### src/pll_status_output_pkg.sv
// Constants for the status readback and first output driver control
package pll_status_output_pkg;
  // Register address space
  localparam int unsigned ADDR_W = 10;
  localparam logic [9:0] STATUS_READBACK_OFFSET = 10'h01f;
  localparam logic [9:0] OUT_CTRL_OFFSET        = 10'h0f0;

  // Status readback bit positions
  localparam int unsigned STAT_VCO_ABOVE_BIT     = 3;
  localparam int unsigned STAT_SEC_REF_ABOVE_BIT = 2;
  localparam int unsigned STAT_PRI_REF_ABOVE_BIT = 1;
  localparam int unsigned STAT_LOCK_BIT          = 0;

  // Output control field positions
  localparam int unsigned CTRL_FORMAT_BIT = 7;
  localparam int unsigned CTRL_LEGS_HI    = 6;
  localparam int unsigned CTRL_LEGS_LO    = 5;
  localparam int unsigned CTRL_POL_HI     = 4;
  localparam int unsigned CTRL_POL_LO     = 3;
  localparam int unsigned CTRL_SWING_HI   = 2;
  localparam int unsigned CTRL_SWING_LO   = 1;
  localparam int unsigned CTRL_PDN_BIT    = 0;

  // Reset value: LVPECL, both legs on, normal sense, 780 mV, powered
  localparam logic [7:0] OUT_CTRL_RESET = 8'h64;
  localparam logic [7:0] STATUS_RESET   = 8'h00;

  // Leg enable codes in CMOS format
  localparam logic [1:0] LEGS_NONE   = 2'h0;
  localparam logic [1:0] LEGS_A_ONLY = 2'h1;
  localparam logic [1:0] LEGS_B_ONLY = 2'h2;
  localparam logic [1:0] LEGS_BOTH   = 2'h3;
endpackage

### src/pll_status_output_format_regs.sv
// Status readback and first output driver control register bank
`timescale 1ns/10ps
`default_nettype none

module pll_status_output_format_regs
  import pll_status_output_pkg::*;
(
  input  wire logic                               mclk,         // 20 MHz
  input  wire logic                               reset_n,      // Sync reset
  input  wire logic [pll_status_output_pkg::ADDR_W-1:0] reg_addr, // Address
  input  wire logic                               reg_wr,       // Write strobe
  input  wire logic                               reg_rd,       // Read strobe
  input  wire logic [7:0]                         reg_wdata,    // Write data
  output logic      [7:0]                         reg_rdata,    // Read data
  output logic                                    reg_rvalid,   // Read done
  input  wire logic                               vco_above,    // VCO monitor
  input  wire logic                               sec_ref_above, // Sec ref mon
  input  wire logic                               pri_ref_above, // Pri ref mon
  input  wire logic                               lock_detect,  // Digital LD
  output logic                                    format_cmos,  // 1 = CMOS
  output logic                                    output_leg_a_en, // Leg A on
  output logic                                    output_leg_b_en, // Leg B on
  output logic                                    output_leg_a_inv, // A sense
  output logic                                    output_leg_b_inv, // B sense
  output logic      [1:0]                         swing_sel,    // LVPECL VOD
  output logic                                    driver_power_down // Off
);
  import pll_status_output_pkg::*;

  logic [7:0] first_output_driver_control; // Driver control register
  logic [7:0] pll_monitor_readback;        // Monitor status register
  logic [7:0] next_rdata;
  logic       next_leg_a_en;
  logic       next_leg_b_en;
  logic       next_leg_a_inv;
  logic       next_leg_b_inv;
  logic [1:0] legs;
  logic [1:0] pol;
  logic [1:0] swing;
  logic       cmos_sel;
  logic       power_down_sel;

  // Field views of the control register, to keep the decode readable
  assign cmos_sel = first_output_driver_control[CTRL_FORMAT_BIT];
  assign legs = first_output_driver_control[CTRL_LEGS_HI:CTRL_LEGS_LO];
  assign pol = first_output_driver_control[CTRL_POL_HI:CTRL_POL_LO];
  assign swing = first_output_driver_control[CTRL_SWING_HI:CTRL_SWING_LO];
  assign power_down_sel = first_output_driver_control[CTRL_PDN_BIT];

  // Software-writable driver control; other addresses leave it alone
  always_ff @(posedge mclk)
  begin
    if (!reset_n)
      first_output_driver_control <= OUT_CTRL_RESET;
    else if (reg_wr && reg_addr == OUT_CTRL_OFFSET)
      first_output_driver_control <= reg_wdata;
  end

  // Live monitor flags captured each cycle; no latching, they track level
  always_ff @(posedge mclk)
  begin
    if (!reset_n)
      pll_monitor_readback <= STATUS_RESET;
    else
    begin
      pll_monitor_readback <= STATUS_RESET;
      pll_monitor_readback[STAT_VCO_ABOVE_BIT]     <= vco_above;
      pll_monitor_readback[STAT_SEC_REF_ABOVE_BIT] <= sec_ref_above;
      pll_monitor_readback[STAT_PRI_REF_ABOVE_BIT] <= pri_ref_above;
      pll_monitor_readback[STAT_LOCK_BIT]          <= lock_detect;
    end
  end

  // Read mux; unmapped addresses read zero, writes to status are dropped
  always_comb
  begin
    next_rdata = 8'h00;
    if (reg_addr == OUT_CTRL_OFFSET)
      next_rdata = first_output_driver_control;
    else if (reg_addr == STATUS_READBACK_OFFSET)
      next_rdata = pll_monitor_readback;
  end

  // Read answer one edge after the strobe; data holds until the next read
  always_ff @(posedge mclk)
  begin
    if (!reset_n)
    begin
      reg_rdata  <= 8'h00;
      reg_rvalid <= 1'b0;
    end
    else
    begin
      reg_rvalid <= reg_rd;
      if (reg_rd)
        reg_rdata <= next_rdata;
    end
  end

  // Leg enables and sense decoded from format, leg code (CMOS) or power down (LVPECL), and polarity
  always_comb
  begin
    next_leg_a_en  = 1'b0;
    next_leg_b_en  = 1'b0;
    next_leg_a_inv = 1'b0;
    next_leg_b_inv = 1'b0;
    if (cmos_sel)
    begin
      // CMOS: each leg is its own single-ended driver
      case (legs)
        LEGS_NONE:   ;
        LEGS_A_ONLY: next_leg_a_en = 1'b1;
        LEGS_B_ONLY: next_leg_b_en = 1'b1;
        LEGS_BOTH:
        begin
          next_leg_a_en = 1'b1;
          next_leg_b_en = 1'b1;
        end
        default:     ;
      endcase
      case (pol)
        2'h0:
        begin
          next_leg_a_inv = 1'b0;
          next_leg_b_inv = 1'b0;
        end
        2'h1:
        begin
          next_leg_a_inv = 1'b1;
          next_leg_b_inv = 1'b1;
        end
        2'h2:
        begin
          next_leg_a_inv = 1'b0;
          next_leg_b_inv = 1'b1;
        end
        2'h3:
        begin
          next_leg_a_inv = 1'b1;
          next_leg_b_inv = 1'b0;
        end
        default: ;
      endcase
    end
    else
    begin
      // LVPECL: legs form one differential pair, so both run together
      next_leg_a_en  = ~power_down_sel;
      next_leg_b_en  = ~power_down_sel;
      next_leg_a_inv = pol[0];
      next_leg_b_inv = ~pol[0];
    end
  end

  // Driver control outputs come from flops to keep the pads glitch free
  always_ff @(posedge mclk)
  begin
    if (!reset_n)
    begin
      format_cmos       <= 1'b0;
      output_leg_a_en   <= 1'b0;
      output_leg_b_en   <= 1'b0;
      output_leg_a_inv  <= 1'b0;
      output_leg_b_inv  <= 1'b0;
      swing_sel         <= 2'h0;
      driver_power_down <= 1'b0;
    end
    else
    begin
      format_cmos       <= cmos_sel;
      output_leg_a_en   <= next_leg_a_en;
      output_leg_b_en   <= next_leg_b_en;
      output_leg_a_inv  <= next_leg_a_inv;
      output_leg_b_inv  <= next_leg_b_inv;
      swing_sel         <= swing;
      driver_power_down <= power_down_sel;
    end
  end

  // Checks: status readback follows the monitors two cycles later
  chk_vco_status_track: assert property (
    @(posedge mclk) disable iff (!reset_n)
    reg_rd && reg_addr == STATUS_READBACK_OFFSET && $past(reset_n)
    |=> reg_rdata[STAT_VCO_ABOVE_BIT] == $past(vco_above, 2))
    else $error("VCO status bit does not follow monitor");

  chk_sec_ref_track: assert property (
    @(posedge mclk) disable iff (!reset_n)
    reg_rd && reg_addr == STATUS_READBACK_OFFSET && $past(reset_n)
    |=> reg_rdata[STAT_SEC_REF_ABOVE_BIT] == $past(sec_ref_above, 2))
    else $error("Secondary reference status wrong");

  chk_pri_ref_track: assert property (
    @(posedge mclk) disable iff (!reset_n)
    reg_rd && reg_addr == STATUS_READBACK_OFFSET && $past(reset_n)
    |=> reg_rdata[STAT_PRI_REF_ABOVE_BIT] == $past(pri_ref_above, 2))
    else $error("Primary reference status wrong");

  chk_lock_status_track: assert property (
    @(posedge mclk) disable iff (!reset_n)
    reg_rd && reg_addr == STATUS_READBACK_OFFSET && $past(reset_n)
    |=> reg_rdata[STAT_LOCK_BIT] == $past(lock_detect, 2))
    else $error("Lock status bit wrong");

  // Format output lands two edges after the write that sets it
  chk_format_select: assert property (
    @(posedge mclk) disable iff (!reset_n)
    reg_wr && reg_addr == OUT_CTRL_OFFSET
    |=> ##1 format_cmos == $past(reg_wdata[CTRL_FORMAT_BIT], 2))
    else $error("Format output does not follow control write");

  // Decode checks are gated by the sampled reset so that the release
  // edge, where the outputs still hold their reset zeros, is not judged
  chk_cmos_leg_enable: assert property (
    @(posedge mclk) disable iff (!reset_n)
    reset_n && cmos_sel
    |=> output_leg_a_en == $past(legs[0])
        && output_leg_b_en == $past(legs[1]))
    else $error("CMOS leg enables do not match leg code");

  chk_lvpecl_enable: assert property (
    @(posedge mclk) disable iff (!reset_n)
    reset_n && !cmos_sel
    |=> output_leg_a_en == !$past(power_down_sel)
        && output_leg_b_en == output_leg_a_en)
    else $error("LVPECL leg enables do not follow power down");

  chk_lvpecl_polarity: assert property (
    @(posedge mclk) disable iff (!reset_n)
    reset_n && !cmos_sel
    |=> output_leg_a_inv == $past(pol[0])
        && output_leg_b_inv != output_leg_a_inv)
    else $error("LVPECL legs not complementary in sense");

  chk_cmos_polarity: assert property (
    @(posedge mclk) disable iff (!reset_n)
    reset_n && cmos_sel && pol == 2'h0
    |=> !output_leg_a_inv && !output_leg_b_inv)
    else $error("CMOS code 00 not noninverting");

  // Status is read only; a write there must leave the control alone
  chk_status_no_write: assert property (
    @(posedge mclk) disable iff (!reset_n)
    reg_wr && reg_addr == STATUS_READBACK_OFFSET
    |=> $stable(first_output_driver_control))
    else $error("Status write disturbed control register");
endmodule

`default_nettype wire

### config.mk
export PLATFORM = sky130hd
export DESIGN_NAME = pll_status_output_format_regs
export DESIGN_NICKNAME = d
export VERILOG_FILES = /design/src/pll_status_output_pkg.sv /design/src/pll_status_output_format_regs.sv
export SDC_FILE = /design/constraint.sdc
export NUM_CORES = 1
export LEC_CHECK = 0
export BUFFER_PORTS_ARGS = -buffer_cell sky130_fd_sc_hd__buf_2
export CORE_MARGIN = 2
export CORE_UTILIZATION = 48
export CTS_CLUSTER_SIZE = 16
export DETAILED_ROUTE_END_ITERATION = 16
export GPL_ROUTABILITY_DRIVEN = 1
export GPL_TIMING_DRIVEN = 0
export MAX_ROUTING_LAYER = met4
export PLACE_DENSITY = 0.78
export SETUP_SLACK_MARGIN = 0.05
export SLEW_MARGIN = 25
export SYNTH_ARGS = -nofsm -noshare
export SYNTH_HDL_FRONTEND = slang
export SYNTH_SLANG_ARGS = --single-unit
export TNS_END_PERCENT = 20
### constraint.sdc
create_clock -name mclk -period 1.65 [get_ports mclk]
set_input_delay 0.165 -clock mclk [delete_from_list [all_inputs] [get_ports mclk]]
set_output_delay 0.165 -clock mclk [all_outputs]
set_load 0.01 [all_outputs]
==> impl_metrics.toml, run 1 <==
[routing]
postRouteAntennaNets = 0
drc = 0
vias = 1062
drt_iter0_markers = 28
viasPerCell = 5.18
wirelength_microns = 2490
firstDrtPassIters = 4
wl_per_cell_microns = 12.2

[synth]
synth_edf_count = 0
synth.distinct_cells = 23
netlist.area_leader.share_pct = 48.9
synth_top_cells_by_count = "dfxtp_1 (29), and2_1 (11), nand2_1 (10), mux2i_1 (9)"
synth_top_flop_cell = "dfxtp_1"
synth_top_area_cell = "dfxtp_1"
yosysSeqAreaShare_pct = 48.9
synthesis.area_sq_mm = 0.00119
syn_area_per_cell_sq_um = 9.42
syn_inst = 126
yosys.cell_count.top_type = "dfxtp_1"
ys_top_cells_by_area = "dfxtp_1 (49%), mux2i_1 (7.6%), and2_1 (5.8%), nand4_1 (4.2%), nor2b_1 (4.2%)"
synth_nets = 154
ys_warn_count = 0
ys_async_sr_fraction_pct = 0
synth_seq_cells = 29

[place]
numPortBuffers = 42
hpwl_microns = 1870
dp.cells = 198
place.gp.congestion = 0.773

[critical_path]
timing.rr.start = "first_output_driver_control[7]"
critPathKind = "in2reg"
crit_top_cell = "buf_2"
cp_top_family = "simple AND/OR/NAND/NOR gates"
cp_max_fo = 9
startpoint = "reg_addr[2]"
worstPathCellList = "buf_2 > nor2_1 > and4_1 > buf_2 > mux2i_1"
crit_buf_inv = 2
max_stage_delay_ps = 460
cp-start-kind = "input pin"
end_kind = "flop"
critPathArrivalTime_ps = 1490
cp_slowest_cell = "nor2_1"
crit_required_ps = 1900

[cts]
numCtsBuffers = 5
cts_tree = "yes"
clk_latency_ps = 330
cts.sinks = 29
cts_htree_levels = 2
clk_path_buf_depth = 2
cts-resized-gates = 0
clk_pin_slew_ps = 80
cts_hold_buf = 0
post_cts_buffers = 0
root_buffer = "clkbuf_4"

[sta]
clock_skew_ps = 5.48
fmax_mhz = 808
final-max-slew-violation-count = 0
worst_slew_pin_slew_ps = 577
hold_viol_final = 0
post-route-period-util_pct = 75.0
finalCriticalPeriod_ps = 1240
rsz0062_at_grt = "no"
finalSetupTns_ps = 0
setup_viol = 0
slew-limit-headroom_pct = 61.4

[pwr]
power.internal_w = 0.000970
swShare_pct = 22.9
p_clk_share_pct = 34.4
power_w = 0.00126
peakVddDrop_mv = 0.718
p_leak_nw = 0.660
pwr-share-seq_pct = 57.3
powerDensity_mw_per_mm2 = 844
combPwrFrac_pct = 8.3
p_switching_w = 0.000289

[finish]
n_antenna_cell = 0
multi_input_area_sq_um = 543
nets = 203
syn_to_final_growth_pct = 25.5
drive_gt1_share_pct = 30.9
post-route-util_pct = 61.8
seqCellArea_sq_um = 581
fillers = 218
stdcell_count = 205

[floorplan]
initial_core_util_pct = 49.3
fp.dieH_microns = 53.7
fp-row-count = 18
io_pins = 43
die_w_microns = 53.7
core_area_sq_mm = 0.00241
die_area_sq_mm = 0.00289

[worst_hold_path]
min_from = "vco_above"
hp-class = "in2reg"

[outcome]
outcome = "finished, final reports clean"

[job]
drv_cap = 0

[global_route]
grt_pass1_vias = 899
grt_max_degree = 11
antenna_found_initial = 0
grt_overflow = 0
grt_first_pass_wirelength_microns = 3750
gr-usage-all-layers_pct = 19.4
==> state kept, by name, indices dropped and copies added, names as in the netlist <==
name                         flops
first_output_driver_control      8
reg_rdata                        8
pll_monitor_readback             4
swing_sel                        2
driver_power_down                1
format_cmos                      1
output_leg_a_en                  1
output_leg_a_inv                 1
output_leg_b_en                  1
output_leg_b_inv                 1
reg_rvalid                       1
==> power by group through the flow <==
| stage | logic, W | clock network (W) | registers, W |
|---|---|---|---|
| after floorplan | 0.0000453 | 0 | 0.000743 |
| after global placement | 0.000102 | 0 | 0.000737 |
| after detailed placement | 0.000105 | 0 | 0.000737 |
| after CTS | 0.000105 | 0.000449 | 0.000721 |
| after global routing | 0.000116 | 0.000478 | 0.000722 |
| final | 0.000104 | 0.000434 | 0.000721 |
==> cells in the final DEF, fill, tap and decap left out, types with 2 or more instances in the layout <==
cell	count
nor2_1	3
clkbuf_4	5
dfxtp_1	29
a21boi_0	4
nand2_1	10
or4_1	4
inv_1	8
nand4_1	8
ha_1	2
nand2b_1	4
clkbuf_1	6
nor2b_1	8
a21oi_1	3
o21ai_0	5
buf_2	45
and2_1	11
mux2i_1	9
a31oi_1	4
==> logic make-up (layout without fill, tap and decap cells) <==
logic type / Yosys count / after routing / synth area share [%]
adders and majority gates: 2 / 2 / 2.11
and+or+nand+nor: 54 / 54 / 28.0
muxes: 9 / 9 / 7.59
buffers and inverters: 16 / 65 / 5.37
DFF: 29 / 29 / 48.9
AOI/OAI and AO/OA: 16 / 16 / 8.01
==> routing by layer <==
metal | global-route usage, % | vias to the layer above | wire length [microns]
li1 | - | 528 | -
met1 | 19.9 | 487 | 982
met2 | 31.5 | 41 | 1270
met3 | 7.78 | 6 | 183
met4 | 10.7 | 0 | 54
met5 | - | - | 0
==> cell type report <==
| class | instances | area share (%) |
|---|---|---|
| inverter | 8 | 2.02 |
| buffer | 8 | 2.27 |
| sequential | 29 | 39.0 |
| tap | 30 | 2.52 |
| multi-input combinational | 81 | 36.4 |
| timing repair buffer | 42 | 14.1 |
| clock buffer | 7 | 3.69 |
==> worst paths after layout <==
kind              slack (ps)  depth (start not counted)                        endpoint
hold reg to reg          480                          2                    swing_sel[0]
setup / recovery         410                          5  first_output_driver_control[0]
setup reg to reg         510                          4                    reg_rdata[7]
hold / removal            40                          2         pll_monitor_readback[3]
==> per-stage QoR <==
stage	hold slack [ps]	instance area [sq um]	worst slack [ps]
floorplan	292	1190	387
global placement	370	1440	139
detailed placement	375	1440	101
CTS	22.1	1490	431
global route	26.3	1490	299
finish	42.3	1490	412
(Power assumes the default switching activity.)
==> run 2: changes to the inputs <==
--- a/config.mk
+++ b/config.mk
@@ -7,13 +7,13 @@
 export LEC_CHECK = 0
 export BUFFER_PORTS_ARGS = -buffer_cell sky130_fd_sc_hd__buf_2
 export CORE_MARGIN = 2
-export CORE_UTILIZATION = 48
+export CORE_UTILIZATION = 43
 export CTS_CLUSTER_SIZE = 16
 export DETAILED_ROUTE_END_ITERATION = 16
 export GPL_ROUTABILITY_DRIVEN = 1
 export GPL_TIMING_DRIVEN = 0
 export MAX_ROUTING_LAYER = met4
-export PLACE_DENSITY = 0.78
+export PLACE_DENSITY = 0.74
 export SETUP_SLACK_MARGIN = 0.05
 export SLEW_MARGIN = 25
 export SYNTH_ARGS = -nofsm -noshare
==> constraint.sdc (replaced) <==
create_clock -name mclk -period 1.05 [get_ports mclk]
set_input_delay 0.105 -clock mclk [delete_from_list [all_inputs] [get_ports mclk]]
set_output_delay 0.105 -clock mclk [all_outputs]
set_load 0.01 [all_outputs]
==> run 2 against run 1 <==
  * The run now ends with negative setup slack left
  * Final area grew 11%
  * Critical path depth decreased by 1
  * Clock power rose by 56%
  * Critical endpoint is now reg_rdata[1]
  * Clock skew down 0.89 ps
  * Register-to-register slack lost 470 ps
  * Sequential power increased by 57%
  * First-iteration DRC count decreased by 25%
  * Utilization fell by 0.45 points
  * Worst hold slack got worse by 31 ps
  * Global-route usage shrank 0.12 points
  * Routed wire length is 13% higher
  * Total power grew 61%
==> impl_metrics.toml, run 2 (synthesis results as in run 1) <==
[routing]
vias = 1074
postRouteAntennaNets = 0
viasPerCell = 5.00
drc = 0
wl_per_cell_microns = 13.1
firstDrtPassIters = 4
drt_iter0_markers = 21
wirelength_microns = 2820

[finish]
layout_common_cells = "buf_2 (37), dfxtp_1 (26), and2_1 (11)"
final_common_cell = "buf_2"
stdcell_area_sq_mm = 0.00165
stdcell_count = 215
syn_to_final_growth_pct = 38.9
nets = 212
n_antenna_cell = 0
fillers = 243
reg_top3 = "first_output_driver_control (8), reg_rdata (8), pll_monitor_readback (4)"
drive_gt1_share_pct = 35.3
seqCellArea_sq_um = 584
multi_input_area_sq_um = 567

[critical_path]
cp_max_fo = 4
rr_worst_depth = 3
crit_buf_inv = 1
crit_required_ps = 1310
worstPathCellList = "buf_6 > or3b_4 > or4_4 > a31oi_1"
cp-start-kind = "input pin"
end_kind = "flop"
path_depth = 4
max_stage_delay_ps = 540
cp_slowest_cell = "or4_4"
critPathArrivalTime_ps = 1330
critPathKind = "in2reg"
cp_top_family = "simple AND/OR/NAND/NOR gates"

[place]
dpl_cell_area_sq_mm = 0.00144
hpwl_microns = 1880
numPortBuffers = 42
place.gp.congestion = 0.785
dp.cells = 199

[floorplan]
fp.dieH_microns = 56.6
io_pins = 43
die_w_microns = 56.6
initial_core_util_pct = 44.2
fp-row-count = 19
die_area_sq_mm = 0.00320
core_area_sq_mm = 0.00269

[global_route]
gr-usage-all-layers_pct = 19.3
grt_max_degree = 11
antenna_found_initial = 0
grt_pass1_vias = 1053
grt_first_pass_wirelength_microns = 4550
grt_overflow = 0

[sta]
finalCriticalPeriod_ps = 1070
post-route-period-util_pct = 102
worst_slack_ps = -21.8
final-max-slew-violation-count = 0
setup_viol = 2
worst_slew_pin_slew_ps = 393
hold_viol_final = 0
rsz0062_at_grt = "yes"
fmax_mhz = 933
timing.hold.ws_ps = 11.5
slew-limit-headroom_pct = 73.8
clock_skew_ps = 4.58

[worst_hold_path]
hp-class = "in2reg"
holdPathStages = 3

[pwr]
p_leak_nw = 0.732
powerDensity_mw_per_mm2 = 1230
peakVddDrop_mv = 1.04
power_w = 0.00203

[cts]
numCtsBuffers = 5
cts.sinks = 29
cts_tree = "yes"
clk_latency_ps = 330
root_buffer = "clkbuf_4"
clk_path_buf_depth = 2
cts_htree_levels = 2
clk_pin_slew_ps = 80

[outcome]
violations = "negative setup slack"
outcome = "finished, violations left"

[job]
drv_cap = 0
[run 2: cell count changes in the layout (fill, tap and decap cells not counted), moves of 3 or more]
cell	before	now
buf_2	45	37
buf_4	0	6
dlygate4sd3_1	0	5
dfxtp_1	29	26
dfxtp_2	0	3
buf_6	0	7
[run 2: metal layers]
metal  wire length, microns  vias to the layer above  track usage (%)  part of all wire [%]
met5                      0                        -                -                     0
met4                     46                        0             8.84                   1.6
met3                    188                        6             7.83                   6.7
met2                   1380                       33             29.6                    49
met1                   1200                      489             21.9                    43
li1                       -                      546                -                     -
[run 2: worst paths after layout]
check                            startpoint                              to  slack [ps]
max                             reg_addr[7]                    reg_rdata[1]         -20
min                            reg_wdata[7]  first_output_driver_control[7]          10
max reg2reg         pll_monitor_readback[1]                    reg_rdata[1]          40
min reg2reg  first_output_driver_control[1]                    swing_sel[0]         470
[run 2: per-stage QoR]
step	TNS (ps)	worst slack [ps]	utilization (%)
after floorplan	-1620	-151	-
after global placement	-4140	-369	53.5
after detailed placement	-4820	-428	53.5
after CTS	0	19.4	58.9
after global routing	-61.6	-27.0	61.4
final	-37.8	-21.8	61.4
[run 2: worst reg2reg max path, delay by kind of cell (launching register included)]
family	cells	cell delay [ps]
DFF	1	320
and+or+nand+nor	1	410
buffers and inverters	1	40
AOI/OAI and AO/OA	1	180
[run 2: area by class of cell]
cell class | instances | area share [%]
well taps | 31 | 2.35
clock buffers | 7 | 3.34
repair buffers | 52 | 20.0
plain buffers | 7 | 2.73
inverters | 8 | 1.82
multi-input cells | 81 | 34.4
flip-flops and latches | 29 | 35.4
[run 2: timing repair]
item | CTS | global route
buffers inserted | 2 | 3
pin swaps | 9 | 3
endpoints found under the hold margin | 5 | 0
setup endpoints to repair | 14 | 14
resized for setup | 10 | 11
hold buffers | 5 | 0
[run 2: report_power, final]
group          switching, W  internal, W  leakage, nW
Combinational     0.0000944     0.000121        0.462
Clock              0.000364     0.000315       0.0314
Sequential       0.00000744      0.00112        0.239
==> run 3: changes to the inputs <==
--- a/config.mk
+++ b/config.mk
@@ -5,9 +5,10 @@
 export SDC_FILE = /design/constraint.sdc
 export NUM_CORES = 1
 export LEC_CHECK = 0
+export ABC_AREA = 1
 export BUFFER_PORTS_ARGS = -buffer_cell sky130_fd_sc_hd__buf_2
 export CORE_MARGIN = 2
-export CORE_UTILIZATION = 43
+export CORE_UTILIZATION = 44
 export CTS_CLUSTER_SIZE = 16
 export DETAILED_ROUTE_END_ITERATION = 16
 export GPL_ROUTABILITY_DRIVEN = 1
==> run 3 against run 2 <==
  * The flow now finishes without violations
  * Utilization down 1.9 points
  * Setup slack better by 170 ps
  * Area after synthesis up 7.1%
  * Critical path type is now reg2reg
  * Largest power group unchanged
==> impl_metrics.toml, run 3 <==
[synth]
yosysSeqAreaShare_pct = 45.7
ys_top_cells_by_area = "dfxtp_1 (46%), nand2_1 (12%), inv_1 (10%), nand4_1 (6.4%), nor2_1 (5.9%)"
syn_area_per_cell_sq_um = 7.22
synth_xor_area_share_pct = 0
synth_top_flop_cell = "dfxtp_1"
yosys.cell_count.top_type = "nand2_1"
synth_simple_gate_area_share_pct = 36.6
synth_top_cells_by_count = "nand2_1 (41), inv_1 (35), dfxtp_1 (29), nor2_1 (20)"
synthMuxAreaShare_pct = 0
synth_top_family_by_area = "simple AND/OR/NAND/NOR gates"
syn_inst = 176
synth_nets = 204
synthesis.area_sq_mm = 0.00127
ys_async_sr_fraction_pct = 0
synth_top_area_cell = "dfxtp_1"
ys_warn_count = 0
synth_compound_area_share_pct = 3.54
synth_seq_cells = 29
synth_edf_count = 0
netlist.area_leader.share_pct = 45.7
synth_adder_area_share_pct = 1.97
synth.distinct_cells = 21

[routing]
viasPerCell = 4.59
wirelength_microns = 2620
drt_iter0_markers = 17
vias = 1203
firstDrtPassIters = 4
postRouteAntennaNets = 0
drc = 0
wl_per_cell_microns = 10.0

[pwr]
p_clk_share_pct = 32.2
p_leak_nw = 0.927
combPwrFrac_pct = 11.6
pwr-share-seq_pct = 56.2
powerDensity_mw_per_mm2 = 1240
swShare_pct = 23.7
p_switching_w = 0.000482
power.internal_w = 0.00155
peakVddDrop_mv = 0.868

[cts]
clk_latency_ps = 320
clk_pin_slew_ps = 90
cts_tree = "yes"
cts_htree_levels = 2
root_buffer = "clkbuf_4"
clk_path_buf_depth = 2
cts.sinks = 29
numCtsBuffers = 5

[sta]
timing.hold.ws_ps = 86.5
fmax_mhz = 1110
final-max-slew-violation-count = 0
worst_slew_pin_slew_ps = 428
hold_viol_final = 0
post-route-period-util_pct = 86.1
rsz0062_at_grt = "no"
slew-limit-headroom_pct = 71.4
setup_viol = 0
clock_skew_ps = 9.91
finalCriticalPeriod_ps = 904

[finish]
layout_common_cells = "buf_2 (42), nand2_1 (41), inv_1 (35)"
reg_top3 = "first_output_driver_control (8), reg_rdata (8), pll_monitor_readback (4)"
stdcell_count = 262
syn_to_final_growth_pct = 29.1
drive_gt1_share_pct = 24.2
nets = 259
stdcell_area_sq_mm = 0.00164
n_antenna_cell = 0
final_common_cell = "buf_2"

[critical_path]
cp_max_fo = 3
rrSetupSlack_ps = 150
rr_worst_depth = 4
critPathArrivalTime_ps = 1120
cp-start-kind = "flop"
timing.rr.start = "first_output_driver_control[4]"
critPathKind = "reg2reg"
crit_required_ps = 1270
r2r-end = "output_leg_a_inv"
end_kind = "flop"

[global_route]
grt_first_pass_wirelength_microns = 4550
gr-usage-all-layers_pct = 18.7
grt_max_degree = 11
grt_overflow = 0
grt_pass1_vias = 1100
antenna_found_initial = 0

[place]
dpl_cell_area_sq_mm = 0.00152
hpwl_microns = 1870
place.gp.congestion = 0.763
numPortBuffers = 41
dp.cells = 248

[floorplan]
io_pins = 43
fp.dieH_microns = 57.8
fp-row-count = 19
core_area_sq_mm = 0.00276
die_area_sq_mm = 0.00334
die_w_microns = 57.8
initial_core_util_pct = 46.1

[job]
drv_cap = 0

[worst_hold_path]
min_from = "reset_n"
hp-class = "in2reg"
hold-path-endpoint = "reg_rdata[4]"
holdPathStages = 3

[outcome]
outcome = "finished, final reports clean"
## run 3: changes by cell type after synthesis, sizes merged, moves of 7 or more
cell | before | now
and2 | 11 | 0
nand2 | 10 | 42
nand3 | 0 | 14
inv | 8 | 35
mux2i | 9 | 0
nor2b | 8 | 1
nor2 | 3 | 23
## run 3: how the worst max path moves through the flow
stage / start / slack (ps) / endpoint
final: first_output_driver_control[4] / 150 / output_leg_a_inv
after floorplan: first_output_driver_control[4] / 170 / output_leg_a_inv
after CTS: first_output_driver_control[4] / 120 / output_leg_a_inv
after global routing: first_output_driver_control[4] / 60 / output_leg_a_inv
after detailed placement: reg_addr[3] / -60 / first_output_driver_control[5]
after global placement: reg_addr[0] / -40 / first_output_driver_control[6]
## run 3: cell families after synthesis
group / after synthesis
adders and majority gates: 2
buffers and inverters: 40
AOI/OAI and AO/OA: 9
DFF: 29
and+or+nand+nor: 96
## run 3: what timing repair did
item,in CTS,in global routing
setup endpoints to repair,0,1
resized for setup,0,1
hold buffers,7,0
endpoints found under the hold margin,7,0
buffers inserted,0,0
## run 3: worst max-delay path: stages, from the launching register on
cell,delay [ps]
dfxtp_2,350
inv_1,50
ha_1,170
nor3_1,180
nor3_1,60
## run 3: area by class of cell
| class | count | area (sq um) |
|---|---|---|
| well taps | 31 | 38.8 |
| clock buffers | 7 | 55.1 |
| plain buffers | 5 | 23.8 |
| multi-input cells | 107 | 536 |
| inverters | 35 | 131 |
| flip-flops and latches | 29 | 582 |
| fillers | 267 | 1120 |
| repair buffers | 48 | 275 |
## run 3: power groups by stage
stage          combinational [W]  sequential (W)  clock (W)
2_1_floorplan           0.000100         0.00118          0
5_1_grt                 0.000272         0.00115   0.000742
4_1_cts                 0.000238         0.00114   0.000697
3_3_place_gp            0.000215         0.00117          0
3_5_place_dp            0.000217         0.00117          0
6_report                0.000237         0.00114   0.000655
## run 3: metal layers
layer  part of all wire (%)  track usage [%]  up-vias
li1                       -                -      656
met1                     48             21.8      514
met2                     44             27.9       27
met3                    5.9             7.59        6
met4                    1.7             9.30        0
met5                      0                -        -
## run 3: metrics by stage
stage                     worst slack, ps  total power, W  setup TNS, ps  util (%)
after floorplan                       174         0.00128              0         -
after global placement              -42.3         0.00138           -194      54.9
after detailed placement            -57.5         0.00139           -308      54.9
after CTS                             116         0.00208              0      59.5
after global routing                 59.5         0.00216              0      59.5
final                                 146         0.00204              0      59.5
